===== src/design/cluster_bus_pkg.sv =====
// package for the cluster bus access multiplexer
// assumes one clock domain and a simple valid/ready register bus
package cluster_bus_pkg;

  localparam int ADDR_W = 16;
  localparam int DATA_W = 32;

  // address windows of the cluster (base and mask per window)
  localparam logic [15:0] ADC_BASE      = 16'hf000;
  localparam logic [15:0] ADC_MASK      = 16'hf000;
  localparam logic [15:0] FIFO_MEM_BASE = 16'h8000;
  localparam logic [15:0] FIFO_MEM_MASK = 16'hc000;
  localparam logic [15:0] SEQ_RAM_BASE  = 16'hc000;
  localparam logic [15:0] SEQ_RAM_MASK  = 16'hf000;
  localparam logic [15:0] MULT_RAM_BASE = 16'h4000;
  localparam logic [15:0] MULT_RAM_MASK = 16'hc000;
  localparam logic [15:0] FILT_BUF_BASE = 16'h3000;
  localparam logic [15:0] FILT_BUF_MASK = 16'hff00;

  // single-wait registers
  localparam logic [15:0] GLOBAL_RESET_REG    = 16'h0008;
  localparam logic [15:0] CLUSTER_CLOCK_CFG   = 16'h000c;
  localparam logic [15:0] BROADCAST_RESET_REG = 16'h0100;
  localparam logic [15:0] CAPTURE_UNIT_RESET  = 16'h0200;
  localparam logic [15:0] TIMER_GRP0_GLB_CTRL = 16'h0300;
  localparam logic [15:0] TIMER_GRP1_GLB_CTRL = 16'h0304;
  localparam logic [15:0] ADV_TIMER_GLB_CTRL  = 16'h0400;
  localparam logic [15:0] PULSE_MULT_CTRL_ONE = 16'h0500;
  // multi-wait trigger registers of the sequencer
  localparam logic [15:0] SEQ_TRIGGER_CLEAR   = 16'h0600;
  localparam logic [15:0] SEQ_TRIGGER_SET     = 16'h0604;

  // wait cycles per class
  localparam logic [3:0] WAIT_ZERO  = 4'h0;
  localparam logic [3:0] WAIT_ONE   = 4'h1;
  localparam logic [3:0] WAIT_MULTI = 4'h3;

  typedef enum logic [1:0] {
    CLS_ZERO  = 2'h0,
    CLS_ONE   = 2'h1,
    CLS_MULTI = 2'h2
  } access_class_type;

  typedef enum logic [1:0] {
    ST_IDLE = 2'b00,
    ST_CPU  = 2'b01,
    ST_SEQ  = 2'b10
  } grant_state_type;

  typedef struct packed {
    logic              write;
    logic [ADDR_W-1:0] addr;
    logic [DATA_W-1:0] wdata;
  } bus_req_type;

  typedef struct packed {
    logic              error;
    logic [DATA_W-1:0] rdata;
  } bus_rsp_type;

  // decode the timing class of an address
  function automatic access_class_type classify(input logic [ADDR_W-1:0] a);
    if ((a & FIFO_MEM_MASK) == FIFO_MEM_BASE || (a & SEQ_RAM_MASK) == SEQ_RAM_BASE
        || (a & MULT_RAM_MASK) == MULT_RAM_BASE || (a & FILT_BUF_MASK) == FILT_BUF_BASE
        || a == SEQ_TRIGGER_CLEAR || a == SEQ_TRIGGER_SET)
      return CLS_MULTI;
    if (a == GLOBAL_RESET_REG || a == CLUSTER_CLOCK_CFG || a == BROADCAST_RESET_REG
        || a == CAPTURE_UNIT_RESET || a == TIMER_GRP0_GLB_CTRL
        || a == TIMER_GRP1_GLB_CTRL || a == ADV_TIMER_GLB_CTRL
        || a == PULSE_MULT_CTRL_ONE)
      return CLS_ONE;
    return CLS_ZERO;
  endfunction : classify

  // host-only memory windows
  function automatic logic hostOnly(input logic [ADDR_W-1:0] a);
    return ((a & FIFO_MEM_MASK) == FIFO_MEM_BASE) || ((a & SEQ_RAM_MASK) == SEQ_RAM_BASE);
  endfunction : hostOnly

  function automatic logic isAdc(input logic [ADDR_W-1:0] a);
    return (a & ADC_MASK) == ADC_BASE;
  endfunction : isAdc

endpackage : cluster_bus_pkg


===== src/design/sequencer_bus_master.sv =====
// sequencer bus master: one-entry buffer for register accesses, direct adc path
// assumes the sequencer holds its request until seqReady
`timescale 1ns/1ns
module sequencer_bus_master
  import cluster_bus_pkg::*;
(
  // clock and reset
  input  wire logic        mclk,
  input  wire logic        rst_b,
  // sequencer side
  input  wire logic        seqValid,
  input  bus_req_type      seqReq,
  output logic             seqReady,
  output logic             seqRspValid,
  output bus_rsp_type      seqRsp,
  input  wire logic        portDisable,
  // adc side
  output logic             adcValid,
  output bus_req_type      adcReq,
  input  wire logic        adcRspValid,
  input  bus_rsp_type      adcRsp,
  // buffered request towards the multiplexer
  output logic             bufValid,
  output bus_req_type      bufReq,
  input  wire logic        bufTaken,
  input  wire logic        bufDone,
  input  bus_rsp_type      bufRsp
);

  logic        bufFull_q;
  bus_req_type bufEntry_q;
  logic        adcPend_q;
  logic        isAdcReq;

  assign isAdcReq = isAdc(seqReq.addr);

  // adc requests bypass the buffer; one sequencer access in flight so answers never collide
  assign seqReady = !portDisable && seqValid && !bufFull_q && !adcPend_q;
  assign adcValid = seqValid && isAdcReq && !portDisable && !adcPend_q
                    && !bufFull_q;
  assign adcReq   = seqReq;
  assign bufValid = bufFull_q;
  assign bufReq   = bufEntry_q;

  // buffer entry holds an access until the bus has answered it
  always_ff @(posedge mclk or negedge rst_b) begin
    if (!rst_b) begin
      bufFull_q  <= 1'b0;
      bufEntry_q <= '0;
    end else if (seqReady && !isAdcReq) begin
      bufFull_q  <= 1'b1;
      bufEntry_q <= seqReq;
    end else if (bufDone) begin
      bufFull_q  <= 1'b0;
    end
  end

  // adc access outstanding flag
  always_ff @(posedge mclk or negedge rst_b) begin
    if (!rst_b) begin
      adcPend_q <= 1'b0;
    end else if (adcValid) begin
      adcPend_q <= !adcRspValid;
    end else if (adcRspValid) begin
      adcPend_q <= 1'b0;
    end
  end

  // response back to the sequencer from flip-flops
  always_ff @(posedge mclk or negedge rst_b) begin
    if (!rst_b) begin
      seqRspValid <= 1'b0;
      seqRsp      <= '0;
    end else begin
      seqRspValid <= adcRspValid || bufDone;
      seqRsp      <= adcRspValid ? adcRsp : bufRsp;
    end
  end
endmodule : sequencer_bus_master


===== src/design/cluster_bus_access_mux.sv =====
// cluster bus multiplexer between host and sequencer master on the register bus
// assumes targets answer after the wait cycles of their class
// Notes on behaviour
// every sequencer master access is classed as zero, one or multi wait by its address.
// most registers and all adc reads complete with no wait cycle.
// the eight listed control registers take exactly one wait cycle.
// memories and the two sequencer trigger registers take more than one wait cycle.
// fifo memory and sequencer program memory are reachable only from the host.
// sequencer adc operations use the same master port as its register accesses.
// software only uses the master port disable to shut the port off for good.
// routing-unit traffic of the sequencer is independent of the master port.
// bus users avoid unproven mixes of sequencer and host traffic.
// the multiplexer arbitrates host against sequencer, sequencer first by default.
// the sequencer master buffers accesses that cannot be served at once.
// adc accesses are recognised by address and bypass the buffers.
// zero wait finishes in one cycle, one wait in two, longer ones in more.
// a grant is held until its access has its final answer.
`timescale 1ns/1ns
module cluster_bus_access_mux
  import cluster_bus_pkg::*;
(
  // clock and reset
  input  wire logic        mclk,
  input  wire logic        rst_b,
  // host port
  input  wire logic        hostValid,
  input  bus_req_type      hostReq,
  output logic             hostReady,
  output logic             hostRspValid,
  output bus_rsp_type      hostRsp,
  // sequencer port
  input  wire logic        seqValid,
  input  bus_req_type      seqReq,
  output logic             seqReady,
  output logic             seqRspValid,
  output bus_rsp_type      seqRsp,
  input  wire logic        portDisable,
  input  wire logic        hostPriority,
  // adc port
  output logic             adcValid,
  output bus_req_type      adcReq,
  input  wire logic        adcRspValid,
  input  bus_rsp_type      adcRsp,
  // cluster register bus
  output logic             busSel,
  output bus_req_type      busReq,
  output access_class_type busClass,
  input  wire logic [DATA_W-1:0] busRdata,
  output logic             busSeqOwner
);

  ////////////////////////////////////////////////////////////////////////////
  grant_state_type  state_q;
  grant_state_type  state_d;
  logic [3:0]       waitCnt_q;
  logic [3:0]       waitNeed;
  bus_req_type      cur_q;
  logic             curErr_q;
  logic             bufValid;
  bus_req_type      bufReq;
  logic             bufDone;
  logic             grantSeq;
  logic             grantCpu;
  logic             finish;
  bus_rsp_type      busRsp;

  // sequencer master with its buffer and adc bypass; routing-unit traffic never passes here
  sequencer_bus_master seqMaster (
    .mclk        (mclk),
    .rst_b       (rst_b),
    .seqValid    (seqValid),
    .seqReq      (seqReq),
    .seqReady    (seqReady),
    .seqRspValid (seqRspValid),
    .seqRsp      (seqRsp),
    .portDisable (portDisable),  // treated as a static level
    .adcValid    (adcValid),
    .adcReq      (adcReq),
    .adcRspValid (adcRspValid),
    .adcRsp      (adcRsp),
    .bufValid    (bufValid),
    .bufReq      (bufReq),
    .bufTaken    (grantSeq),
    .bufDone     (bufDone),
    .bufRsp      (busRsp)
  );

  ////////////////////////////////////////////////////////////////////////////
  // arbitration: sequencer first unless host priority is strapped
  always_comb begin
    grantSeq = 1'b0;
    grantCpu = 1'b0;
    if (state_q == ST_IDLE) begin
      if (bufValid && (!hostPriority || !hostValid)) begin
        grantSeq = 1'b1;
      end else if (hostValid) begin
        grantCpu = 1'b1;
      end
    end
  end

  // wait cycles needed by the granted access
  always_comb begin
    case (classify(cur_q.addr))
      CLS_ZERO:  waitNeed = WAIT_ZERO;
      CLS_ONE:   waitNeed = WAIT_ONE;
      CLS_MULTI: waitNeed = WAIT_MULTI;
      default:   waitNeed = WAIT_ZERO;
    endcase
  end

  assign finish = (state_q != ST_IDLE) && (waitCnt_q == waitNeed);

  // grant state machine, held until the final answer
  always_comb begin
    state_d = state_q;
    case (state_q)
      ST_IDLE: begin
        if (grantSeq) begin
          state_d = ST_SEQ;
        end else if (grantCpu) begin
          state_d = ST_CPU;
        end
      end
      ST_CPU:  if (finish) state_d = ST_IDLE;
      ST_SEQ:  if (finish) state_d = ST_IDLE;
      default: state_d = ST_IDLE;
    endcase
  end

  always_ff @(posedge mclk or negedge rst_b) begin
    if (!rst_b) begin
      state_q <= ST_IDLE;
    end else begin
      state_q <= state_d;
    end
  end

  // latch the granted request; sequencer hits on host-only memory are errored
  always_ff @(posedge mclk or negedge rst_b) begin
    if (!rst_b) begin
      cur_q    <= '0;
      curErr_q <= 1'b0;
    end else if (grantSeq) begin
      cur_q    <= bufReq;
      curErr_q <= hostOnly(bufReq.addr);
    end else if (grantCpu) begin
      cur_q    <= hostReq;
      curErr_q <= 1'b0;
    end
  end

  // wait cycle counter
  always_ff @(posedge mclk or negedge rst_b) begin
    if (!rst_b) begin
      waitCnt_q <= '0;
    end else if (state_q == ST_IDLE || finish) begin
      waitCnt_q <= '0;
    end else begin
      waitCnt_q <= waitCnt_q + 4'h1;
    end
  end

  ////////////////////////////////////////////////////////////////////////////
  // bus drive: a blocked sequencer access never selects a target
  assign busSel      = (state_q != ST_IDLE) && !curErr_q;
  assign busReq      = cur_q;
  assign busClass    = classify(cur_q.addr);
  assign busSeqOwner = (state_q == ST_SEQ);
  assign busRsp      = '{error: curErr_q, rdata: (curErr_q ? '0 : busRdata)};
  assign bufDone     = finish && (state_q == ST_SEQ);
  assign hostReady   = grantCpu;

  // host response from flip-flops
  always_ff @(posedge mclk or negedge rst_b) begin
    if (!rst_b) begin
      hostRspValid <= 1'b0;
      hostRsp      <= '0;
    end else begin
      hostRspValid <= finish && (state_q == ST_CPU);
      hostRsp      <= busRsp;
    end
  end
endmodule : cluster_bus_access_mux


===== config.mk =====
export PLATFORM = sky130hd
export DESIGN_NAME = cluster_bus_access_mux
export DESIGN_NICKNAME = d
export VERILOG_FILES = /design/src/design/cluster_bus_pkg.sv /design/src/design/sequencer_bus_master.sv /design/src/design/cluster_bus_access_mux.sv
export SDC_FILE = /design/constraint.sdc
export NUM_CORES = 1
export LEC_CHECK = 0
export ABC_AREA = 1
export BUFFER_PORTS_ARGS = -buffer_cell sky130_fd_sc_hd__clkbuf_2
export CAP_MARGIN = 0
export CORE_AREA = 2 2 133 135
export CTS_BUF_LIST = sky130_fd_sc_hd__clkbuf_4 sky130_fd_sc_hd__clkbuf_8
export DETAILED_ROUTE_END_ITERATION = 8
export DIE_AREA = 0 0 135 137
export MAX_ROUTING_LAYER = met4
export PLACE_DENSITY = 0.73
export SLEW_MARGIN = 25
export SYNTH_ARGS = -nofsm -noshare
export SYNTH_HDL_FRONTEND = slang
export SYNTH_HIERARCHICAL = 1
export SYNTH_SLANG_ARGS = --single-unit
export TNS_END_PERCENT = 50

===== constraint.sdc =====
create_clock -name mclk -period 2.61 [get_ports mclk]
set_input_delay 0 -clock mclk [delete_from_list [all_inputs] [get_ports mclk]]
set_output_delay 0 -clock mclk [all_outputs]
set_load 0.05 [all_outputs]

==> impl_metrics.toml, run 1 <==
[placed_design]
pre_cts_ws_ps = 579
place.gp.congestion = 0.830
place_hpwl_microns = 16000
placed_area_sq_um = 9210
port_buffers = 342

[sta]
rsz0062_at_grt = "false"
hold_viol_final = 0
finalMaxSlewViolations = 0
worst_pin_slew_ps = 778
fin_setup_tns_ps = 0
fin_crit_sh_pct = 84.5
setup_slack_ps = 404
slew_headroom_pct = 48.1
fin_crit_ps = 2210
finalSetupViolations = 0
fin_skew_ps = 9.91
fmax_ghz = 0.453

[global_route]
grt_pass1_wl_microns = 39900
grt_max_degree = 85
track_usage_pct = 29.0
grt-ovfl-total = 0
first_global_vias = 7736
antenna_found_initial = 0

[floorplanning]
core_area_sq_um = 17100
rows = 48
die_h_microns = 137
die_w_microns = 135
initial_core_util_pct = 45.2
die-area_sq_um = 18500
boundaryPins = 343

[pwr]
cellPowerDensity_nw_per_um2 = 1070
leakage_nw = 6.20
netSwitchingPower_mw = 6.19
combPwrFrac_pct = 49.1
swShare_pct = 50.6
p_int_mw = 6.05
seqPwrFrac_pct = 35.3
p_clk_share_pct = 15.6
total_power_mw = 12.2
ir_drop_mv = 0.578

[detailed_routing]
ant_nets = 0
first_iter_violations = 541
dr.pass1.iters = 6
via_count = 7884
drc = 0
via_per_inst = 4.93
wire_per_inst_microns = 16.5
routed_wl_microns = 26400

[logic_synthesis]
synth_cell_types = 28
ys.warnings.count = 6
synth-seq-area-share_pct = 56.8
synth.area.top_cells = "dfrtp_1, nand2_1, buf_4"
synth_nets = 1076
synth_area_per_cell_sq_um = 8.54
yosysTopAreaCell = "dfrtp_1"
synth_cells = 902
synth_top_cell_area_share_pct = 56.8
syn_area_sq_um = 7700
ys_ff_latch = 175

[worst_setup_path]
crit_chain = "inv_1, nand2_2, nor2_8, buf_4, clkbuf_2"
cp_slowest_cell = "dfrtp_1"
end_kind = "output port"
slowest_delay_ps = 410
critPathKind = "reg -> out"
worstPathArrival_ps = 2210
cp-start-kind = "flip-flop"
required_ps = 2610
reg2regPathDepth = 7
worst-path-max-fanout = 27

[cells_and_area]
final_nets = 1534
drive_above_1_share_pct = 30.0
final_area_sq_um = 11400
syn2layout_area_growth_pct = 48.3
n_fill_cell = 1294

[outcome]
status = "finished clean"

[hold_path]
hold_depth = 6
hold_class = "in -> reg"

[clock_tree]
clk_latency_ps = 460
cts_tree = "yes"
path_clk_slew_ps = 100
htree_levels = 4
post_cts_buffers = 0
cts-root-buf = "clkbuf_8"
clock_sinks = 175
cts_buffers = 17
cts.path.max_buffers = 2

[run]
drv_cap = 0
kinds of logic (layout without fill, tap and decap cells):
kind of cell	Yosys count	in the layout	share of synthesized area [%]
compound gates	54	54	4.37
flops	175	175	56.8
fa+ha+maj	4	4	0.650
xor+xnor	2	2	0.227
buf+inv	157	628	11.0
other cells	0	1	0
simple gates	510	510	26.9
state kept, by name, indices dropped and copies added, names as in the netlist:
name,count
waitCnt_q,4
curErr_q,1
seqMaster/bufValid,1
seqMaster/adcPend_q,1
hostRspValid,1
seqMaster/seqRsp,33
busReq,49
hostRsp,33
seqMaster/bufReq,49
state_q,2
seqMaster/seqRspValid,1
metrics by stage:
stage	hold slack, ps	util (%)	instances
global route	47.9	66.9	1598
detailed placement	115	54.0	1386
floorplan	-296	-	902
CTS	16.3	66.9	1598
finish	54.7	67.0	1599
global placement	114	54.0	1386
cell usage after synthesis:
cell,instances
xor2_1,1
nand2_4,1
nand2_2,6
buf_6,5
nand3_2,1
nor3_1,1
nor3b_2,1
o21ai_0,3
a32o_1,1
nor2_2,5
ha_1,4
clkinv_1,1
clkbuf_1,19
nor2_8,1
inv_1,54
or2_2,2
dfrtp_1,175
nor2_4,1
inv_2,7
nand3_1,56
nor2_1,101
buf_4,54
a31oi_1,49
nand4_1,2
xnor2_1,1
buf_2,17
o21ai_1,1
nand2_1,332
layout make-up:
cell class                 instances  area, sq um  share of cell area [%]
timing repair buffer             534         3650                    31.9
sequential                       175         4380                    38.3
clock inverter                    15          170                    1.49
multi-input combinational        570         2470                    21.7
tap                              225          282                    2.46
clock buffer                      17          234                    2.05
antenna                            1         2.50                  0.0219
inverter                          62          233                    2.04
final timing paths:
| path | startpoint | end | slack [ps] |
|---|---|---|---|
| max in group asynchronous | rst_b | seqMaster/seqRsp[2] | 1660 |
| max reg2reg | state_q[0] | busReq[34] | 520 |
| min reg2reg | seqMaster/bufReq[23] | seqMaster/bufReq[23] | 480 |
| max | seqMaster/bufValid | seqReady | 400 |
| min in group asynchronous | rst_b | busReq[23] | 180 |
| min | portDisable | seqMaster/adcPend_q | 50 |
per-layer routing:
layer / vias up / global-route usage [%] / routed length [microns]
met2: 448 / 49.5 / 13800
met5: - / - / 0
met3: 81 / 5.44 / 1680
li1: 3676 / - / -
met4: 0 / 13.0 / 962
met1: 3679 / 33.5 / 9910
worst max-delay path, delay by kind of cell, from the launching register on:
kind                   cells  cell delay, ps
buffers and inverters      3             850
flip-flops                 1             410
AND/OR/NAND/NOR            2             490
timing repair:
item / in CTS / in global routing
hold buffers: 180 / 0
gates resized for setup: 0 / 0
setup endpoints to repair: 0 / 0
endpoints found under the hold margin: 245 / 0
power by group through the flow:
| stage | clock (mW) | combinational [mW] | sequential [mW] |
|---|---|---|---|
| after floorplan | 0 | 2.40 | 6.17 |
| after global placement | 0 | 5.63 | 4.31 |
| after detailed placement | 0 | 5.73 | 4.33 |
| after CTS | 1.94 | 5.96 | 4.29 |
| after global routing | 2.08 | 6.47 | 4.42 |
| final | 1.91 | 6.00 | 4.31 |
cell usage in the layout (no fill, tap or decap), drive strengths merged:
cell	n
a31oi	49
inv	70
buf	13
nor3b	1
a32o	1
nand3	57
or2	2
o21ai	4
bufinv	1
clkinv	2
xnor2	1
clkbuf	358
nand4	2
diode	1
nand2	339
nor2	108
nor3	1
clkinvlp	4
xor2	1
dfrtp	175
ha	4
dlygate4sd3	180
No activity file was read; power rests on OpenSTA's default activity.
==> run 2, diff against run 1 <==
clock period = 2.1 ns   (was 2.61 ns; I/O delays follow)
==> run 2 against run 1 <==
  * Sequential cell count unchanged
  * Wire length down 1.3%
  * Critical path type is now reg -> reg
  * First-iteration DRC count is 10% lower
  * Critical endpoint is now busReq[34]
  * Total power grew 25%
==> impl_metrics.toml, run 2 (synthesis results as in run 1) <==
[detailed_routing]
drc = 0
first_iter_violations = 485
ant_nets = 0
routed_wl_microns = 26000
via_count = 7867
via_per_inst = 4.94
dr.pass1.iters = 5
wire_per_inst_microns = 16.3

[clock_tree]
cts_buffers = 17
path_clk_slew_ps = 110
post_cts_buffers = 0
cts-root-buf = "clkbuf_8"
clock_sinks = 175
cts.path.max_buffers = 2
cts_tree = "yes"
htree_levels = 4
clk_latency_ps = 460

[placed_design]
place.gp.congestion = 0.855
place_hpwl_microns = 15700
port_buffers = 342

[sta]
hold_viol_final = 0
fmax_ghz = 0.528
finalMaxSlewViolations = 0
finalSetupViolations = 0
rsz0062_at_grt = "false"
fin_setup_tns_ps = 0
slew_headroom_pct = 54.9
fin_crit_ps = 1890
fin_skew_ps = 15.9
fin_crit_sh_pct = 90.1
worst_pin_slew_ps = 676

[worst_setup_path]
end_kind = "flip-flop"
reg2regPathDepth = 9
worst-path-max-fanout = 31
worstPathArrival_ps = 2250
required_ps = 2460
critPathKind = "reg -> reg"
cp-start-kind = "flip-flop"

[pwr]
cellPowerDensity_nw_per_um2 = 1340
ir_drop_mv = 1.04
leakage_nw = 6.23

[cells_and_area]
n_antenna_cell = 0
final_cell_mix = "clkbuf_2, nand2_1, dfrtp_1, dlygate4sd3_1, nor2_1"
final_nets = 1530
final_common_cell = "clkbuf_2"
post-route-util_pct = 66.8
drive_above_1_share_pct = 30.5
syn2layout_area_growth_pct = 47.9

[global_route]
grt_max_degree = 63
first_global_vias = 7955
grt_pass1_wl_microns = 39800
track_usage_pct = 28.6
antenna_found_initial = 0
grt-ovfl-total = 0

[floorplanning]
die_w_microns = 135
core_area_sq_um = 17100
boundaryPins = 343
rows = 48
die_h_microns = 137
die-area_sq_um = 18500
initial_core_util_pct = 45.2

[outcome]
status = "finished clean"

[hold_path]
hold_depth = 4
hold_class = "in -> reg"

[run]
drv_cap = 0
==> run 2: cell types whose count changed in the layout (fill, tap and decap cells not counted), sizes merged <==
cell / change
clkinv: +3
diode: -1
buf: +5
clkinvlp: -1
dlygate4sd3: -9
inv: -2
==> run 2: per-stage QoR <==
step           total power [mW]  instances  area (sq um)  worst slack, ps  hold slack [ps]
2_1_floorplan              10.6        902          7700              247             -296
3_3_place_gp               12.4       1390          9270              313             13.8
3_5_place_dp               12.5       1390          9270              219             19.3
4_1_cts                    15.1       1593         11400              208             23.6
5_1_grt                    16.1       1594         11400             5.06             44.5
6_report                   15.3       1594         11400              207             71.5
==> run 2: path summary, 6_finish.rpt <==
| check | start | end | slack [ps] |
|---|---|---|---|
| min in group asynchronous | rst_b | busReq[23] | 110 |
| setup / recovery | state_q[0] | busReq[34] | 210 |
| setup reg to reg | state_q[0] | busReq[34] | 210 |
| hold / removal | adcRspValid | seqMaster/seqRsp[18] | 70 |
| max in group asynchronous | rst_b | seqMaster/seqRsp[11] | 1300 |
| hold reg to reg | seqMaster/bufReq[12] | seqMaster/bufReq[12] | 480 |
==> run 2: repair_timing <==
action	4_1_cts	5_1_grt
hold endpoints to repair	323	0
hold buffers	171	0
resized for setup	0	2
setup endpoints to repair	0	3
==> run 2: critical path, cell delays in order (launching register included) <==
cell and delay [ps]:
dfrtp_1 410, inv_1 90, ha_2 220, inv_2 70, nor2_4 160, nor2_1 100
inv_2 230, buf_12 230, nor2_1 90, a31oi_1 190
==> run 2: report_power, final <==
group | internal, mW | switching [mW]
sequential | 4.57 | 0.738
clock | 0.976 | 1.32
combinational | 2.04 | 5.62
total | 7.59 | 7.67
==> run 2: metal layers <==
layer	GRT usage, %	up-vias	routed length, microns
li1	-	3669	-
met1	32.0	3679	9800
met2	48.3	418	13500
met3	5.96	101	1540
met4	15.4	0	1150
met5	-	-	0
==> run 2: area by class of cell <==
cell class | instances | area [sq um]
fill | 1305 | 5660
sequential | 175 | 4380
timing repair buffer | 530 | 3640
multi-input combinational | 570 | 2480
tap | 225 | 282
clock buffer | 17 | 234
inverter | 62 | 233
clock inverter | 15 | 154
==> run 3, diff against run 2 <==
REMOVE_ABC_BUFFERS = 1   (was unset)
==> run 3 against run 2 <==
  * Wire length down 1.3%
  * Register-to-register slack improved by 60 ps
  * Non-clock buffer count shrank 8
  * Sequential cell count did not move
  * Setup slack improved by 33 ps
  * Highest routed layer unchanged
==> impl_metrics.toml, run 3 (synthesis results as in run 1) <==
[pwr]
seqPwrFrac_pct = 34.4
p_clk_share_pct = 16.7
combPwrFrac_pct = 49.0
cellPowerDensity_nw_per_um2 = 1360
total_power_mw = 15.4
p_int_mw = 7.86
netSwitchingPower_mw = 7.58
ir_drop_mv = 0.874
swShare_pct = 49.1
leakage_nw = 6.22

[detailed_routing]
via_per_inst = 4.83
dr.pass1.iters = 5
via_count = 7660
wire_per_inst_microns = 16.2
ant_nets = 0
routed_wl_microns = 25700
first_iter_violations = 456
drc = 0

[hold_path]
hold_class = "in -> async"

[cells_and_area]
n_antenna_cell = 0
final_nets = 1522
final_common_cell = "clkbuf_2"
drive_above_1_share_pct = 30.4
post-route-util_pct = 66.7
final_cells = 1586
syn2layout_area_growth_pct = 47.6
final_cell_mix = "clkbuf_2, nand2_1, dfrtp_1, dlygate4sd3_1, nor2_1"

[placed_design]
dp.cells = 1388
port_buffers = 342
place_hpwl_microns = 16100
place.gp.congestion = 0.842
pre_cts_ws_ps = 278

[sta]
setup_slack_ps = 240
fin_skew_ps = 18.8
slew_headroom_pct = 57.9
worst_pin_slew_ps = 631
finalSetupViolations = 0
fin_crit_sh_pct = 88.6
fin_crit_ps = 1860
fmax_ghz = 0.538
hold_viol_final = 0
finalMaxSlewViolations = 0
rsz0062_at_grt = "false"
whs_ps = 66.3

[clock_tree]
path_clk_slew_ps = 100
post_cts_buffers = 0
cts.path.max_buffers = 2
cts-root-buf = "clkbuf_8"
clk_latency_ps = 450
htree_levels = 4
clock_sinks = 175
cts_buffers = 17
cts_tree = "yes"

[global_route]
antenna_found_initial = 0
grt-ovfl-total = 0
track_usage_pct = 28.7
grt_pass1_wl_microns = 39700
grt_max_degree = 71
first_global_vias = 7783

[floorplanning]
core_area_sq_um = 17100
die_w_microns = 135
boundaryPins = 343
initial_core_util_pct = 45.2
die_h_microns = 137
die-area_sq_um = 18500
rows = 48

[worst_setup_path]
worstPathArrival_ps = 1860
crit_chain = "inv_1, nand2_1, nor2_1, nand2_1, nor2_1, nand2_1, nand2_1, nand2_1, nand2_1, buf_2"
cpLargestDelayFamily = "simple AND/OR/NAND/NOR gates"
path_buf_inv = 2
worst-path-max-fanout = 4
cp-start-kind = "flip-flop"
cpMostUsedCell = "nand2_1"
critPathKind = "reg -> out"
cp_slowest_cell = "dfrtp_1"
required_ps = 2100
rrSetupSlack_ps = 270
end_kind = "output port"
slowest_delay_ps = 420

[run]
drv_cap = 0

[outcome]
status = "finished clean"
[run 3: cell count changes in the layout (fill, tap and decap cells not counted), moves of 2 or more]
cell / change
clkbuf_8: +2
clkinvlp_4: -2
buf_4: -3
dlygate4sd3_1: -5
bufinv_16: +2
clkinv_2: -2
[run 3: stage by stage]
| step | cell area, sq um | TNS [ps] |
|---|---|---|
| 5_1_grt | 11400 | 0 |
| 4_1_cts | 11400 | 0 |
| 2_1_floorplan | 7090 | -27750 |
| 3_5_place_dp | 9270 | 0 |
| 3_3_place_gp | 9270 | 0 |
| 6_report | 11400 | 0 |
[run 3: final cells by class]
type | count | area, sq um
inverter | 62 | 233
clock inverter | 12 | 173
multi-input combinational | 570 | 2470
fill | 1358 | 5690
sequential | 175 | 4380
clock buffer | 20 | 269
timing repair buffer | 522 | 3560
tap | 225 | 282
[run 3: power by group through the flow]
stage                     sequential, mW  combinational [mW]  clock, mW
after CTS                           5.29                7.51       2.63
after floorplan                     7.70                2.51          0
after global routing                5.45                8.15       2.76
final                               5.31                7.56       2.57
after detailed placement            5.35                7.26          0
after global placement              5.31                7.13          0
[run 3: final timing paths]
| check | to | start | cells after the start |
|---|---|---|---|
| hold / removal | busReq[21] | rst_b | 2 |
| setup / recovery | busClass[0] | busReq[36] | 10 |
| min in group mclk | seqMaster/seqRsp[20] | adcRspValid | 4 |
| hold reg to reg | seqMaster/bufReq[15] | seqMaster/bufReq[15] | 2 |
| setup reg to reg | seqMaster/bufValid | busReq[44] | 11 |
| max in group asynchronous | busReq[45] | rst_b | 3 |
[run 3: repair_timing]
item                                    in CTS  in global routing
hold buffers                               166                  0
resized for setup                            0                  1
endpoints found under the setup margin       0                  1
endpoints found under the hold margin      252                  0
[run 3: routing by layer]
layer | up-vias | track usage (%) | routed length (microns)
met5 | - | - | 0
met4 | 0 | 10.5 | 736
met3 | 51 | 6.56 | 1940
met2 | 367 | 49.7 | 13200
met1 | 3593 | 32.9 | 9830
li1 | 3649 | - | -
[run 3: worst register-to-register path, cell delays in order (launching register included)]
cell     delay [ps]
dfrtp_1         430
nor2_2          140
nand2_1         100
nor2_2          100
nand2_1          70
nor2_2          100
nor2_2           70
nand2_1          50
nor3b_2         230
nand3_2         140
nor2_1          160
o21ai_0         100
